## src/design/pfcsv_defs.svh

```systemverilog
// Constants for the boost and resonant protection supervisor
`ifndef PFCSV_DEFS_SVH
`define PFCSV_DEFS_SVH

// ****************************************
// Clock and time conversion
// ****************************************
`define PFCSV_CLK_MHZ 200
`define PFCSV_CYC_UP(ns) ((((ns) * `PFCSV_CLK_MHZ) + 999) / 1000)
`define PFCSV_CYC_DN(ns) (((ns) * `PFCSV_CLK_MHZ) / 1000)

// ****************************************
// Register byte offsets
// ****************************************
`define PFCSV_CTRL_OFS 8'h00
`define PFCSV_MAINS_OFS 8'h04
`define PFCSV_SUPPLY_OFS 8'h08
`define PFCSV_CAPAV_OFS 8'h0C
`define PFCSV_STATUS_OFS 8'h10
`define PFCSV_FLAGS_OFS 8'h14

// ****************************************
// Reset values and writable masks
// ****************************************
`define PFCSV_CTRL_RST 32'h0000_0830
`define PFCSV_MAINS_RST 32'h0140_0100
`define PFCSV_SUPPLY_RST 32'h0000_00D0
`define PFCSV_CAPAV_RST 32'h0010_03F0
`define PFCSV_CTRL_MASK 32'h0000_0F3F
`define PFCSV_MAINS_MASK 32'h03FF_03FF
`define PFCSV_SUPPLY_MASK 32'h0000_00FF
`define PFCSV_CAPAV_MASK 32'h03FF_03FF

// ****************************************
// Control field positions
// ****************************************
`define PFCSV_CTRL_FD_PROT 0
`define PFCSV_CTRL_FD_CLR 1
`define PFCSV_CTRL_BO_LLC 2
`define PFCSV_CTRL_OVP_LLC 3
`define PFCSV_CTRL_SUP_EN 4
`define PFCSV_CTRL_LOCP_EN 5
`define PFCSV_CTRL_COIL_LSB 8

// ****************************************
// Sense levels in converter codes
// ****************************************
`define PFCSV_SCP_START 10'h040
`define PFCSV_SCP_STOP 10'h030
`define PFCSV_BOOST_START 10'h280
`define PFCSV_BOOST_UVP 10'h200
`define PFCSV_BOOST_REG 10'h330
`define PFCSV_OVP_STOP 10'h360
`define PFCSV_NTC_DET 10'h080
`define PFCSV_PEAK_HYST 10'h010
`define PFCSV_LLC_OCP 10'sh1C0

// ****************************************
// Times in ns
// ****************************************
`define PFCSV_OTP_NS 2000
`define PFCSV_NTC_MAX_NS 4000
`define PFCSV_OCP_FILT_NS 160
`define PFCSV_LEB_NS 300
`define PFCSV_FLR_NS 10000
`define PFCSV_BO_NS 15000
`define PFCSV_BO_LLC_NS 20000
`define PFCSV_OVP_PER_NS 5000
`define PFCSV_DRAIN_NS 1000
`define PFCSV_SUP_NS 5000
`define PFCSV_LOCP_NS 10000

`endif

```

## src/design/pfcsv_pkg.sv

```systemverilog
// Types shared by the protection supervisor
package pfcsv_pkg;
  typedef logic [9:0] pfcsv_adc_t;
  typedef logic [11:0] pfcsv_cnt_t;
  typedef enum logic {NTC_IDLE, NTC_MEAS} pfcsv_ntc_e;
endpackage

```

## src/design/pfcsv_top.sv

```systemverilog
// Protection supervisor gating the boost and resonant stages
`timescale 1ns/1ps
`include "pfcsv_defs.svh"

// Operation
// - Track mains peak, store it, drive brownout
// - Thermistor current source on at mains peak
// - Low thermistor voltage trips over-temperature after delay
// - Source off at threshold or maximum time
// - No switching until boost above short start
// - Fast disable stops or enters protection
// - Stop-only fast disable may clear all protections
// - Boost resumes at short start, resonant later
// - Brownout soft-stops boost, optionally resonant too
// - Boost overvoltage inhibits boost until regulation level
// - Persistent boost overvoltage may stop resonant stage
// - Drain comparator blanked after boost turn-off
// - Drain overvoltage enters protection after delay
// - Boost overcurrent cuts gate, cycle restart gated
// - Boost overcurrent filtered against turn-on spikes
// - Overcurrent every cycle for N cycles protects
// - High-side gate off on high-side supply low
// - Resonant stage runs with boost start hysteresis
// - Supply overvoltage with delay, can be disabled
// - Cut active switch when resonant current nears zero
// - Resonant overcurrent cut, persistent overcurrent protects
module pfcsv_top
  import pfcsv_pkg::*;
(
  input wire logic clk_i,
  input wire logic rst_i,
  input wire logic wb_cyc_i,
  input wire logic wb_stb_i,
  input wire logic wb_we_i,
  input wire logic [7:0] wb_adr_i,
  input wire logic [3:0] wb_sel_i,
  input wire logic [31:0] wb_dat_i,
  output logic [31:0] wb_dat_o,
  output logic wb_ack_o,
  input wire logic [9:0] mains_sense_pin_i,
  input wire logic [9:0] boost_sense_pin_i,
  input wire logic [7:0] ic_supply_pin_i,
  input wire logic boost_drain_pin_i,
  input wire logic boost_current_sense_pin_i,
  input wire logic boost_cycle_start_i,
  input wire logic boost_on_req_i,
  input wire logic signed [9:0] resonant_current_sense_pin_i,
  input wire logic high_side_req_i,
  input wire logic low_side_req_i,
  input wire logic high_side_supply_low_i,
  output logic ntc_source_en_o,
  output logic boost_gate_o,
  output logic high_side_gate_o,
  output logic low_side_gate_o,
  output logic boost_soft_stop_o,
  output logic protection_o
);

  // ****************************************
  // Timing counts
  // ****************************************
  localparam int NTC_MAX_C = `PFCSV_CYC_DN(`PFCSV_NTC_MAX_NS);
  localparam int OTP_C = `PFCSV_CYC_UP(`PFCSV_OTP_NS);
  localparam int FILT_C = `PFCSV_CYC_UP(`PFCSV_OCP_FILT_NS);
  localparam int LEB_C = `PFCSV_CYC_UP(`PFCSV_LEB_NS);
  localparam int NP = 7;
  localparam pfcsv_cnt_t [NP-1:0] LIM = {
    12'(`PFCSV_CYC_UP(`PFCSV_LOCP_NS)), 12'(`PFCSV_CYC_UP(`PFCSV_SUP_NS)),
    12'(`PFCSV_CYC_UP(`PFCSV_DRAIN_NS)), 12'(`PFCSV_CYC_UP(`PFCSV_OVP_PER_NS)),
    12'(`PFCSV_CYC_UP(`PFCSV_BO_LLC_NS)), 12'(`PFCSV_CYC_UP(`PFCSV_BO_NS)),
    12'(`PFCSV_CYC_UP(`PFCSV_FLR_NS))};
  localparam int P_FLR = 0;
  localparam int P_BO = 1;
  localparam int P_BOLLC = 2;
  localparam int P_OVP = 3;
  localparam int P_DRAIN = 4;
  localparam int P_SUP = 5;
  localparam int P_LOCP = 6;

  logic [31:0] ctrl_reg;
  logic [31:0] mains_reg;
  logic [31:0] supply_reg;
  logic [31:0] capav_reg;
  logic [5:0] flags_reg;
  logic [5:0] flags_set;
  logic [5:0] flags_clr;
  logic prot_act;
  logic [NP-1:0] p_cond;
  logic [NP-1:0] p_hit;

  // ****************************************
  // Wishbone slave
  // ****************************************
  logic wb_req;
  logic [31:0] wmask;
  assign wb_req = wb_cyc_i & wb_stb_i & ~wb_ack_o;
  assign wmask = {{8{wb_sel_i[3]}}, {8{wb_sel_i[2]}}, {8{wb_sel_i[1]}}, {8{wb_sel_i[0]}}};

  always_ff @(posedge clk_i) begin
    if (rst_i) begin
      wb_ack_o <= 1'b0;
    end else begin
      wb_ack_o <= wb_req;
    end
  end

  always_ff @(posedge clk_i) begin
    if (rst_i) begin
      ctrl_reg <= `PFCSV_CTRL_RST;
      mains_reg <= `PFCSV_MAINS_RST;
      supply_reg <= `PFCSV_SUPPLY_RST;
      capav_reg <= `PFCSV_CAPAV_RST;
    end else if (wb_req && wb_we_i) begin
      unique case (wb_adr_i)
        `PFCSV_CTRL_OFS: ctrl_reg <= ((ctrl_reg & ~wmask) | (wb_dat_i & wmask)) & `PFCSV_CTRL_MASK;
        `PFCSV_MAINS_OFS: mains_reg <= ((mains_reg & ~wmask) | (wb_dat_i & wmask)) & `PFCSV_MAINS_MASK;
        `PFCSV_SUPPLY_OFS: supply_reg <= ((supply_reg & ~wmask) | (wb_dat_i & wmask)) & `PFCSV_SUPPLY_MASK;
        `PFCSV_CAPAV_OFS: capav_reg <= ((capav_reg & ~wmask) | (wb_dat_i & wmask)) & `PFCSV_CAPAV_MASK;
        default: ;
      endcase
    end
  end

  logic [9:0] peak_reg;
  logic pfc_run_reg;
  logic llc_run_reg;
  logic bo_stop_reg;
  logic ovp_inh_reg;

  always_ff @(posedge clk_i) begin
    if (rst_i) begin
      wb_dat_o <= 32'h0000_0000;
    end else if (wb_req && !wb_we_i) begin
      unique case (wb_adr_i)
        `PFCSV_CTRL_OFS: wb_dat_o <= ctrl_reg;
        `PFCSV_MAINS_OFS: wb_dat_o <= mains_reg;
        `PFCSV_SUPPLY_OFS: wb_dat_o <= supply_reg;
        `PFCSV_CAPAV_OFS: wb_dat_o <= capav_reg;
        `PFCSV_STATUS_OFS: wb_dat_o <= {6'h00, peak_reg, 10'h000, ntc_source_en_o, ovp_inh_reg,
                                        bo_stop_reg, llc_run_reg, pfc_run_reg, prot_act};
        `PFCSV_FLAGS_OFS: wb_dat_o <= {26'h000_0000, flags_reg};
        default: wb_dat_o <= 32'h0000_0000;
      endcase
    end else begin
      wb_dat_o <= 32'h0000_0000;
    end
  end

  // ****************************************
  // Persistence timers
  // ****************************************
  generate
    for (genvar k = 0; k < NP; k++) begin : g_pers
      pfcsv_cnt_t cnt_reg;
      always_ff @(posedge clk_i) begin
        if (rst_i || !p_cond[k]) begin
          cnt_reg <= 12'h000;
        end else if (cnt_reg != LIM[k]) begin
          cnt_reg <= cnt_reg + 12'h001;
        end
      end
      assign p_hit[k] = p_cond[k] && (cnt_reg == LIM[k]);
    end
  endgenerate

  // ****************************************
  // Mains peak and thermistor check
  // ****************************************
  logic [9:0] track_reg;
  logic rising_reg;
  logic peak_det;
  pfcsv_ntc_e ntc_state;
  pfcsv_cnt_t ntc_cnt_reg;
  logic ntc_low;
  logic otp_trip;
  logic [10:0] m_ext;
  logic [10:0] t_ext;
  logic [10:0] hyst_ext;
  assign m_ext = {1'b0, mains_sense_pin_i};
  assign t_ext = {1'b0, track_reg};
  assign hyst_ext = {1'b0, `PFCSV_PEAK_HYST};
  assign peak_det = rising_reg && (ntc_state == NTC_IDLE) && (m_ext + hyst_ext < t_ext);
  assign ntc_low = mains_sense_pin_i < `PFCSV_NTC_DET;
  assign otp_trip = (ntc_state == NTC_MEAS) && ntc_low && (ntc_cnt_reg == 12'(OTP_C - 1));

  // Tracker frozen while the source lifts the pin
  always_ff @(posedge clk_i) begin
    if (rst_i) begin
      track_reg <= 10'h000;
      rising_reg <= 1'b1;
      peak_reg <= 10'h000;
    end else if (ntc_state == NTC_IDLE) begin
      if (rising_reg) begin
        if (mains_sense_pin_i > track_reg) begin
          track_reg <= mains_sense_pin_i;
        end else if (peak_det) begin
          peak_reg <= track_reg;
          track_reg <= mains_sense_pin_i;
          rising_reg <= 1'b0;
        end
      end else begin
        if (mains_sense_pin_i < track_reg) begin
          track_reg <= mains_sense_pin_i;
        end else if (m_ext > t_ext + hyst_ext) begin
          track_reg <= mains_sense_pin_i;
          rising_reg <= 1'b1;
        end
      end
    end
  end

  always_ff @(posedge clk_i) begin
    if (rst_i) begin
      ntc_state <= NTC_IDLE;
      ntc_source_en_o <= 1'b0;
      ntc_cnt_reg <= 12'h000;
    end else begin
      unique case (ntc_state)
        NTC_IDLE: begin
          ntc_cnt_reg <= 12'h000;
          if (peak_det) begin
            ntc_state <= NTC_MEAS;
            ntc_source_en_o <= 1'b1;
          end
        end
        NTC_MEAS: begin
          ntc_cnt_reg <= ntc_cnt_reg + 12'h001;
          if (!ntc_low || ntc_cnt_reg == 12'(NTC_MAX_C - 1)) begin
            ntc_state <= NTC_IDLE;
            ntc_source_en_o <= 1'b0;
          end
        end
      endcase
    end
  end

  // ****************************************
  // Boost sense windows
  // ****************************************
  logic started_reg;
  logic fd_event;
  assign fd_event = started_reg && pfc_run_reg && (boost_sense_pin_i < `PFCSV_SCP_STOP);

  always_ff @(posedge clk_i) begin
    if (rst_i) begin
      pfc_run_reg <= 1'b0;
      llc_run_reg <= 1'b0;
      ovp_inh_reg <= 1'b0;
      started_reg <= 1'b0;
    end else begin
      if (boost_sense_pin_i > `PFCSV_SCP_START) begin
        pfc_run_reg <= 1'b1;
        started_reg <= 1'b1;
      end else if (boost_sense_pin_i < `PFCSV_SCP_STOP) begin
        pfc_run_reg <= 1'b0;
      end
      if (boost_sense_pin_i > `PFCSV_BOOST_START) begin
        llc_run_reg <= 1'b1;
      end else if (boost_sense_pin_i < `PFCSV_BOOST_UVP) begin
        llc_run_reg <= 1'b0;
      end
      if (boost_sense_pin_i > `PFCSV_OVP_STOP) begin
        ovp_inh_reg <= 1'b1;
      end else if (boost_sense_pin_i < `PFCSV_BOOST_REG) begin
        ovp_inh_reg <= 1'b0;
      end
    end
  end

  // Brownout acts on the stored peak, not the instantaneous pin
  always_ff @(posedge clk_i) begin
    if (rst_i) begin
      bo_stop_reg <= 1'b1;
    end else if (p_hit[P_BO]) begin
      bo_stop_reg <= 1'b1;
    end else if (peak_reg > mains_reg[25:16]) begin
      bo_stop_reg <= 1'b0;
    end
  end
  assign boost_soft_stop_o = bo_stop_reg;

  // ****************************************
  // Boost gate, current filter, blanking
  // ****************************************
  pfcsv_cnt_t filt_cnt_reg;
  pfcsv_cnt_t leb_cnt_reg;
  logic ocp_filt;
  logic ocp_seen_reg;
  logic [3:0] coil_cnt_reg;
  logic coil_trip;
  logic boost_allow;
  assign ocp_filt = filt_cnt_reg == 12'(FILT_C);
  assign boost_allow = !prot_act && pfc_run_reg && !bo_stop_reg && !ovp_inh_reg;
  assign coil_trip = boost_cycle_start_i && (ocp_seen_reg || ocp_filt)
                     && (coil_cnt_reg + 4'h1 >= ctrl_reg[`PFCSV_CTRL_COIL_LSB +: 4]);

  always_ff @(posedge clk_i) begin
    if (rst_i || !boost_current_sense_pin_i) begin
      filt_cnt_reg <= 12'h000;
    end else if (!ocp_filt) begin
      filt_cnt_reg <= filt_cnt_reg + 12'h001;
    end
  end

  always_ff @(posedge clk_i) begin
    if (rst_i) begin
      boost_gate_o <= 1'b0;
    end else if (!boost_allow || !boost_on_req_i || ocp_filt) begin
      boost_gate_o <= 1'b0;
    end else if (boost_cycle_start_i) begin
      boost_gate_o <= 1'b1;
    end
  end

  // Counts consecutive cycles that all saw overcurrent
  always_ff @(posedge clk_i) begin
    if (rst_i) begin
      ocp_seen_reg <= 1'b0;
      coil_cnt_reg <= 4'h0;
    end else if (boost_cycle_start_i) begin
      ocp_seen_reg <= 1'b0;
      coil_cnt_reg <= (ocp_seen_reg || ocp_filt) ? coil_cnt_reg + 4'h1 : 4'h0;
    end else if (ocp_filt) begin
      ocp_seen_reg <= 1'b1;
    end
  end

  always_ff @(posedge clk_i) begin
    if (rst_i) begin
      leb_cnt_reg <= 12'h000;
    end else if (boost_gate_o && !boost_allow | !boost_on_req_i | ocp_filt) begin
      leb_cnt_reg <= 12'(LEB_C);
    end else if (leb_cnt_reg != 12'h000) begin
      leb_cnt_reg <= leb_cnt_reg - 12'h001;
    end
  end

  // ****************************************
  // Resonant half-bridge gates
  // ****************************************
  logic llc_allow;
  logic llc_ocp_now;
  logic [1:0] side_req;
  logic [1:0] side_gate;
  logic [1:0] beyond;
  assign llc_ocp_now = resonant_current_sense_pin_i > `PFCSV_LLC_OCP;
  assign llc_allow = !prot_act && pfc_run_reg && llc_run_reg && !p_hit[P_BOLLC] && !p_hit[P_OVP];
  assign side_req = {low_side_req_i, high_side_req_i && !high_side_supply_low_i};
  assign beyond[0] = resonant_current_sense_pin_i > $signed(capav_reg[25:16]);
  assign beyond[1] = resonant_current_sense_pin_i < $signed(capav_reg[9:0]);
  assign high_side_gate_o = side_gate[0];
  assign low_side_gate_o = side_gate[1];

  generate
    for (genvar g = 0; g < 2; g++) begin : g_side
      logic armed_reg;
      logic cut_reg;
      logic g_reg;
      logic cut_now;
      // Arm only once current has swung out, else turn-on would trip it
      assign cut_now = g_reg && ((armed_reg && !beyond[g]) || llc_ocp_now);
      always_ff @(posedge clk_i) begin
        if (rst_i || !side_req[g]) begin
          armed_reg <= 1'b0;
          cut_reg <= 1'b0;
          g_reg <= 1'b0;
        end else begin
          armed_reg <= armed_reg | (g_reg & beyond[g]);
          cut_reg <= cut_reg | cut_now;
          g_reg <= llc_allow && !cut_reg && !cut_now && !llc_ocp_now;
        end
      end
      assign side_gate[g] = g_reg;
    end
  endgenerate

  // ****************************************
  // Protection flags
  // ****************************************
  assign p_cond[P_FLR] = ctrl_reg[`PFCSV_CTRL_FD_CLR] && !ctrl_reg[`PFCSV_CTRL_FD_PROT]
                         && (boost_sense_pin_i < `PFCSV_SCP_STOP);
  assign p_cond[P_BO] = !bo_stop_reg && (peak_reg < mains_reg[9:0]);
  assign p_cond[P_BOLLC] = bo_stop_reg && ctrl_reg[`PFCSV_CTRL_BO_LLC];
  assign p_cond[P_OVP] = ovp_inh_reg && ctrl_reg[`PFCSV_CTRL_OVP_LLC];
  assign p_cond[P_DRAIN] = boost_drain_pin_i && (leb_cnt_reg == 12'h000) && !boost_gate_o;
  assign p_cond[P_SUP] = ctrl_reg[`PFCSV_CTRL_SUP_EN] && (ic_supply_pin_i > supply_reg[7:0]);
  assign p_cond[P_LOCP] = ctrl_reg[`PFCSV_CTRL_LOCP_EN] && llc_ocp_now;

  assign flags_set = {p_hit[P_LOCP], p_hit[P_SUP], coil_trip, p_hit[P_DRAIN],
                      fd_event && ctrl_reg[`PFCSV_CTRL_FD_PROT], otp_trip};
  assign flags_clr = (wb_req && wb_we_i && wb_adr_i == `PFCSV_FLAGS_OFS && wb_sel_i[0])
                     ? wb_dat_i[5:0] : 6'h00;
  assign prot_act = |flags_reg;

  // Set wins over any clear in the same cycle
  always_ff @(posedge clk_i) begin
    if (rst_i) begin
      flags_reg <= 6'h00;
    end else if (p_hit[P_FLR]) begin
      flags_reg <= flags_set;
    end else begin
      flags_reg <= flags_set | (flags_reg & ~flags_clr);
    end
  end

  always_ff @(posedge clk_i) begin
    if (rst_i) begin
      protection_o <= 1'b0;
    end else begin
      protection_o <= prot_act;
    end
  end

  // ****************************************
  // Checks
  // ****************************************
  chk_hs_supply_low: assert property (@(posedge clk_i) disable iff (rst_i)
    high_side_supply_low_i |=> !high_side_gate_o) else $error("high side on with low supply");
  chk_prot_gates_off: assert property (@(posedge clk_i) disable iff (rst_i)
    prot_act |=> !boost_gate_o && !high_side_gate_o && !low_side_gate_o)
    else $error("gate on during protection");
  chk_ntc_max_time: assert property (@(posedge clk_i) disable iff (rst_i)
    $rose(ntc_source_en_o) |-> ##[1:NTC_MAX_C] !ntc_source_en_o)
    else $error("thermistor source on too long");
  chk_ntc_off_det: assert property (@(posedge clk_i) disable iff (rst_i)
    ntc_source_en_o && !ntc_low |=> !ntc_source_en_o) else $error("source not released");
  chk_boost_ovp_inh: assert property (@(posedge clk_i) disable iff (rst_i)
    boost_sense_pin_i > `PFCSV_OVP_STOP |-> ##2 !boost_gate_o) else $error("boost on in ovp");
  chk_llc_uvp_stop: assert property (@(posedge clk_i) disable iff (rst_i)
    boost_sense_pin_i < `PFCSV_BOOST_UVP |-> ##2 !high_side_gate_o && !low_side_gate_o)
    else $error("resonant on below uvp");
  chk_boost_ocp_cut: assert property (@(posedge clk_i) disable iff (rst_i)
    ocp_filt |=> !boost_gate_o) else $error("boost not cut on overcurrent");
  chk_llc_ocp_cut: assert property (@(posedge clk_i) disable iff (rst_i)
    llc_ocp_now |=> !high_side_gate_o && !low_side_gate_o) else $error("resonant ocp not cut");
  chk_coil_protect: assert property (@(posedge clk_i) disable iff (rst_i)
    coil_trip |=> flags_reg[3] && protection_o == $past(prot_act)) else $error("coil trip lost");
  chk_flags_set_wins: assert property (@(posedge clk_i) disable iff (rst_i)
    otp_trip |=> flags_reg[0]) else $error("over-temperature flag lost");
  chk_no_start_scp: assert property (@(posedge clk_i) disable iff (rst_i)
    !pfc_run_reg |=> !boost_gate_o && !high_side_gate_o && !low_side_gate_o)
    else $error("switching before short start");
  chk_wb_ack_pulse: assert property (@(posedge clk_i) disable iff (rst_i)
    wb_ack_o |=> !wb_ack_o) else $error("ack held");

endmodule // pfcsv_top

```

## config.mk

```make
export PLATFORM = sky130hd
export DESIGN_NAME = pfcsv_top
export DESIGN_NICKNAME = d
export VERILOG_FILES = /design/src/design/pfcsv_pkg.sv /design/src/design/pfcsv_top.sv
export VERILOG_INCLUDE_DIRS = /design/src /design/src/design
export SDC_FILE = /design/constraint.sdc
export NUM_CORES = 1
export LEC_CHECK = 0
export BUFFER_PORTS_ARGS = -buffer_cell sky130_fd_sc_hd__clkbuf_2
export CAP_MARGIN = 15
export CORE_ASPECT_RATIO = 0.7
export CORE_MARGIN = 5
export CORE_UTILIZATION = 64
export CTS_CLUSTER_DIAMETER = 200
export DETAILED_ROUTE_END_ITERATION = 12
export GPL_TIMING_DRIVEN = 0
export PLACE_DENSITY_LB_ADDON = 0.3
export SLEW_MARGIN = 20
export SYNTH_ARGS = -nofsm -noshare
export SYNTH_HDL_FRONTEND = slang
export SYNTH_SLANG_ARGS = --single-unit
```

## constraint.sdc

```tcl
create_clock -name clk_i -period 6.31 [get_ports clk_i]
set_input_delay 1.262 -clock clk_i [delete_from_list [all_inputs] [get_ports clk_i]]
set_output_delay 1.262 -clock clk_i [all_outputs]
set_load 0.01 [all_outputs]
```

==> results_dict.tcl <==
set metrics [dict create \
    totalWireLength_mm 30.87 \
    yosysMostFrequentCell "dfxtp_1" \
    holdPathEnd "ntc_cnt_reg[0]$_SDFF_PP0_" \
    gp_congestion 0.9248 \
    hp-class "reg -> reg" \
    period_share 0.5489 \
    first_pass_iters 8 \
    grt_max_degree 15 \
    grt_setup_unrepaired "false" \
    nets 1761 \
    finalHoldViolCount 0 \
    yosysSeqAreaShare 0.4006 \
    clkLatencyLatePin_ns 0.53 \
    regToRegStartpoint "track_reg[4]$_SDFFE_PP0P_" \
    leakagePower_uw 0.005678 \
    min_path_cells 1 \
    synth_common_cells "248 x dfxtp_1, 245 x nor2_1, 102 x inv_1" \
    placed_area_mm2 0.01331 \
    viasPerCell 5.772 \
    initial_utilization 0.6533 \
    synth_area_mm2 0.01239 \
    die_h_um 126.4 \
    synth_edf_count 0 \
    reg2regPathDepth 12 \
    ys_types 63 \
    rows 42 \
    rr_endpoint "track_reg[6]$_SDFFE_PP0P_" \
    max_freq_mhz 288.7 \
    cap_viol_max_count 0 \
    arrival_ns 3.85 \
    final_area_mm2 0.01417 \
    pwr-share-comb 0.158 \
    drc_errors 0 \
    hold_buffers 0 \
    die_w_um 176.3 \
    syn_to_final_growth_pct 14.35 \
    cts_sinks 248 \
    ant_nets 0 \
    grt_pass1_wl_mm 50.58 \
    grt_overflow 0 \
    cts_buffers 24 \
    r2r_slack_ns 3.22 \
    worst_pin_slew_ns 0.8269 \
    core-area_mm2 0.01897 \
    antenna_found_initial 0 \
    switching_share 0.2629 \
    finalCriticalPeriod_ns 3.463 \
    layout-drive-gt1-share 0.1157 \
    slew_headroom 0.4487 \
    skew_ns 0.01172 \
    drt_iter0_markers 914 \
    status "complete, no violations" \
    synth_ff_type "dfxtp_1" \
    syn_inst 1430 \
    synth.avg_cell_area_um2 8.667 \
    end_kind "flop" \
    critPathLaunchType "primary input" \
    yosys.area.top_type "dfxtp_1" \
    grt_pass1_vias 10221 \
    final.fill_count 1363 \
    synthArstFlopShare 0 \
    setup_viol_count_final 0 \
    cts_tree "done" \
    slew_violations 0 \
    cts_resized 0 \
    dr_total_vias 10713 \
    numPortBuffers 109 \
    grt.total_usage 0.2708 \
    htree_levels 1 \
    cts.clk_slew.worst_paths_ns 0.06 \
    p_int_uw 2859 \
    wire_per_inst_um 16.63 \
    seqPwrFrac 0.435 \
    crit_type "in -> reg" \
    cp_max_fo 10 \
    io-pin-count 133 \
    cts_root_buf "clkbuf_16" \
    power.switching_uw 1019 \
    clock_path_buffers 3 \
    ir_worst_vdd_uv 354.1 \
    post-cts-setup-buffers 0 \
    hpwl_mm 22.91 \
    die-area_mm2 0.02229 \
    min_from "ntc_cnt_reg[0]$_SDFF_PP0_" \
    ys_ff_latch 248 \
    clkPwrFrac 0.406 \
    finalSetupTns_ns 0 \
    yosysWarnings 0 \
    required_ns 6.69 \
    synth.area.top_cells "dfxtp_1 40%, ha_1 9.4%, nor2_1 7.4%, mux2i_1 6.6%, xor2_1 3.6%" \
    p_per_area_mw_per_mm2 273.6 \
    synth_top_area_share 0.4006 \
]
-- worst max path at each step --
stage / to / slack, ns / cells past startpoint / startpoint
6_report: track_reg[6]$_SDFFE_PP0P_ / 2.85 / 12 / mains_sense_pin_i[4]
5_1_grt: track_reg[7]$_SDFFE_PP0P_ / 2.72 / 12 / mains_sense_pin_i[4]
4_1_cts: track_reg[6]$_SDFFE_PP0P_ / 2.89 / 12 / mains_sense_pin_i[4]
3_5_place_dp: peak_reg[3]$_SDFFE_PP0P_ / 2.38 / 12 / mains_sense_pin_i[4]
3_3_place_gp: track_reg[2]$_SDFFE_PP0P_ / 2.47 / 12 / mains_sense_pin_i[4]
2_1_floorplan: track_reg[0]$_SDFFE_PP0P_ / 2.89 / 11 / mains_sense_pin_i[4]
-- power by group through the flow --
stage	Clock [uW]	Combinational, uW	Sequential, uW
finish	1580	614	1690
CTS	1590	606	1690
global route	1650	680	1690
global placement	0	568	1720
floorplan	0	449	1700
detailed placement	0	593	1720
-- kinds of logic (layout without fill, tap and decap cells) --
logic type | count (synthesis) | count (layout) | synth area share
simple gates | 566 | 566 | 0.2160
flops | 248 | 248 | 0.4006
compound gates | 182 | 182 | 0.09560
buf+inv | 153 | 305 | 0.05179
xor+xnor | 98 | 98 | 0.06925
fa+ha+maj | 93 | 93 | 0.09388
mux | 89 | 89 | 0.07258
other cells | 1 | 11 | 0.0003026
-- cell type report --
type	count	area (um2)	area share
Multi-Input combinational cell	1038	6828	0.4817
Sequential cell	248	4965	0.3503
Clock buffer	33	685.7	0.04838
Timing Repair Buffer	109	545.5	0.03849
Inverter	102	382.9	0.02701
Tap cell	264	330.3	0.02331
Buffer	51	259.0	0.01827
Clock inverter	10	175.2	0.01236
Antenna cell	1	2.502	0.0001766
-- through the flow --
stage               hold slack [ns]  total power, uW  setup WS (ns)  instances    util
floorplan                    0.4132             2151          2.891       1439       -
global placement             0.4241             2285          2.473       1812  0.7013
detailed placement           0.4388             2312          2.375       1812  0.7016
CTS                          0.4458             3879          2.892       1855  0.7470
global route                 0.4741             4026          2.719       1855  0.7470
finish                       0.4476             3878          2.847       1856  0.7471
-- layer usage --
metal / global-route usage / share of wire
met5: 0 / 0
met4: 0.08004 / 0.027
met3: 0.04908 / 0.087
met2: 0.4241 / 0.43
met1: 0.3852 / 0.45
-- cells in the final DEF, fill, tap and decap left out, drive strengths merged, types with 18 or more instances in the layout --
| cell type | count |
|---|---|
| nand2 | 90 |
| xor2 | 51 |
| and3 | 18 |
| nand3 | 78 |
| ha | 93 |
| a21oi | 68 |
| xnor2 | 47 |
| inv | 102 |
| buf | 19 |
| dfxtp | 248 |
| o21ai | 28 |
| nand4 | 19 |
| nor3 | 32 |
| clkbuf | 174 |
| mux2i | 82 |
| nor2 | 245 |
-- critical path: stages --
cell and delay [ns]:
clkbuf_2 0.16, ha_1 0.28, xor2_1 0.17, ha_1 0.32, a21oi_1 0.15, o21ai_0 0.09
a41o_1 0.24, a41o_1 0.31, a311oi_1 0.30, buf_4 0.27, mux2i_1 0.22, nor2_1 0.06
Power figures use the tool's default switching activity.
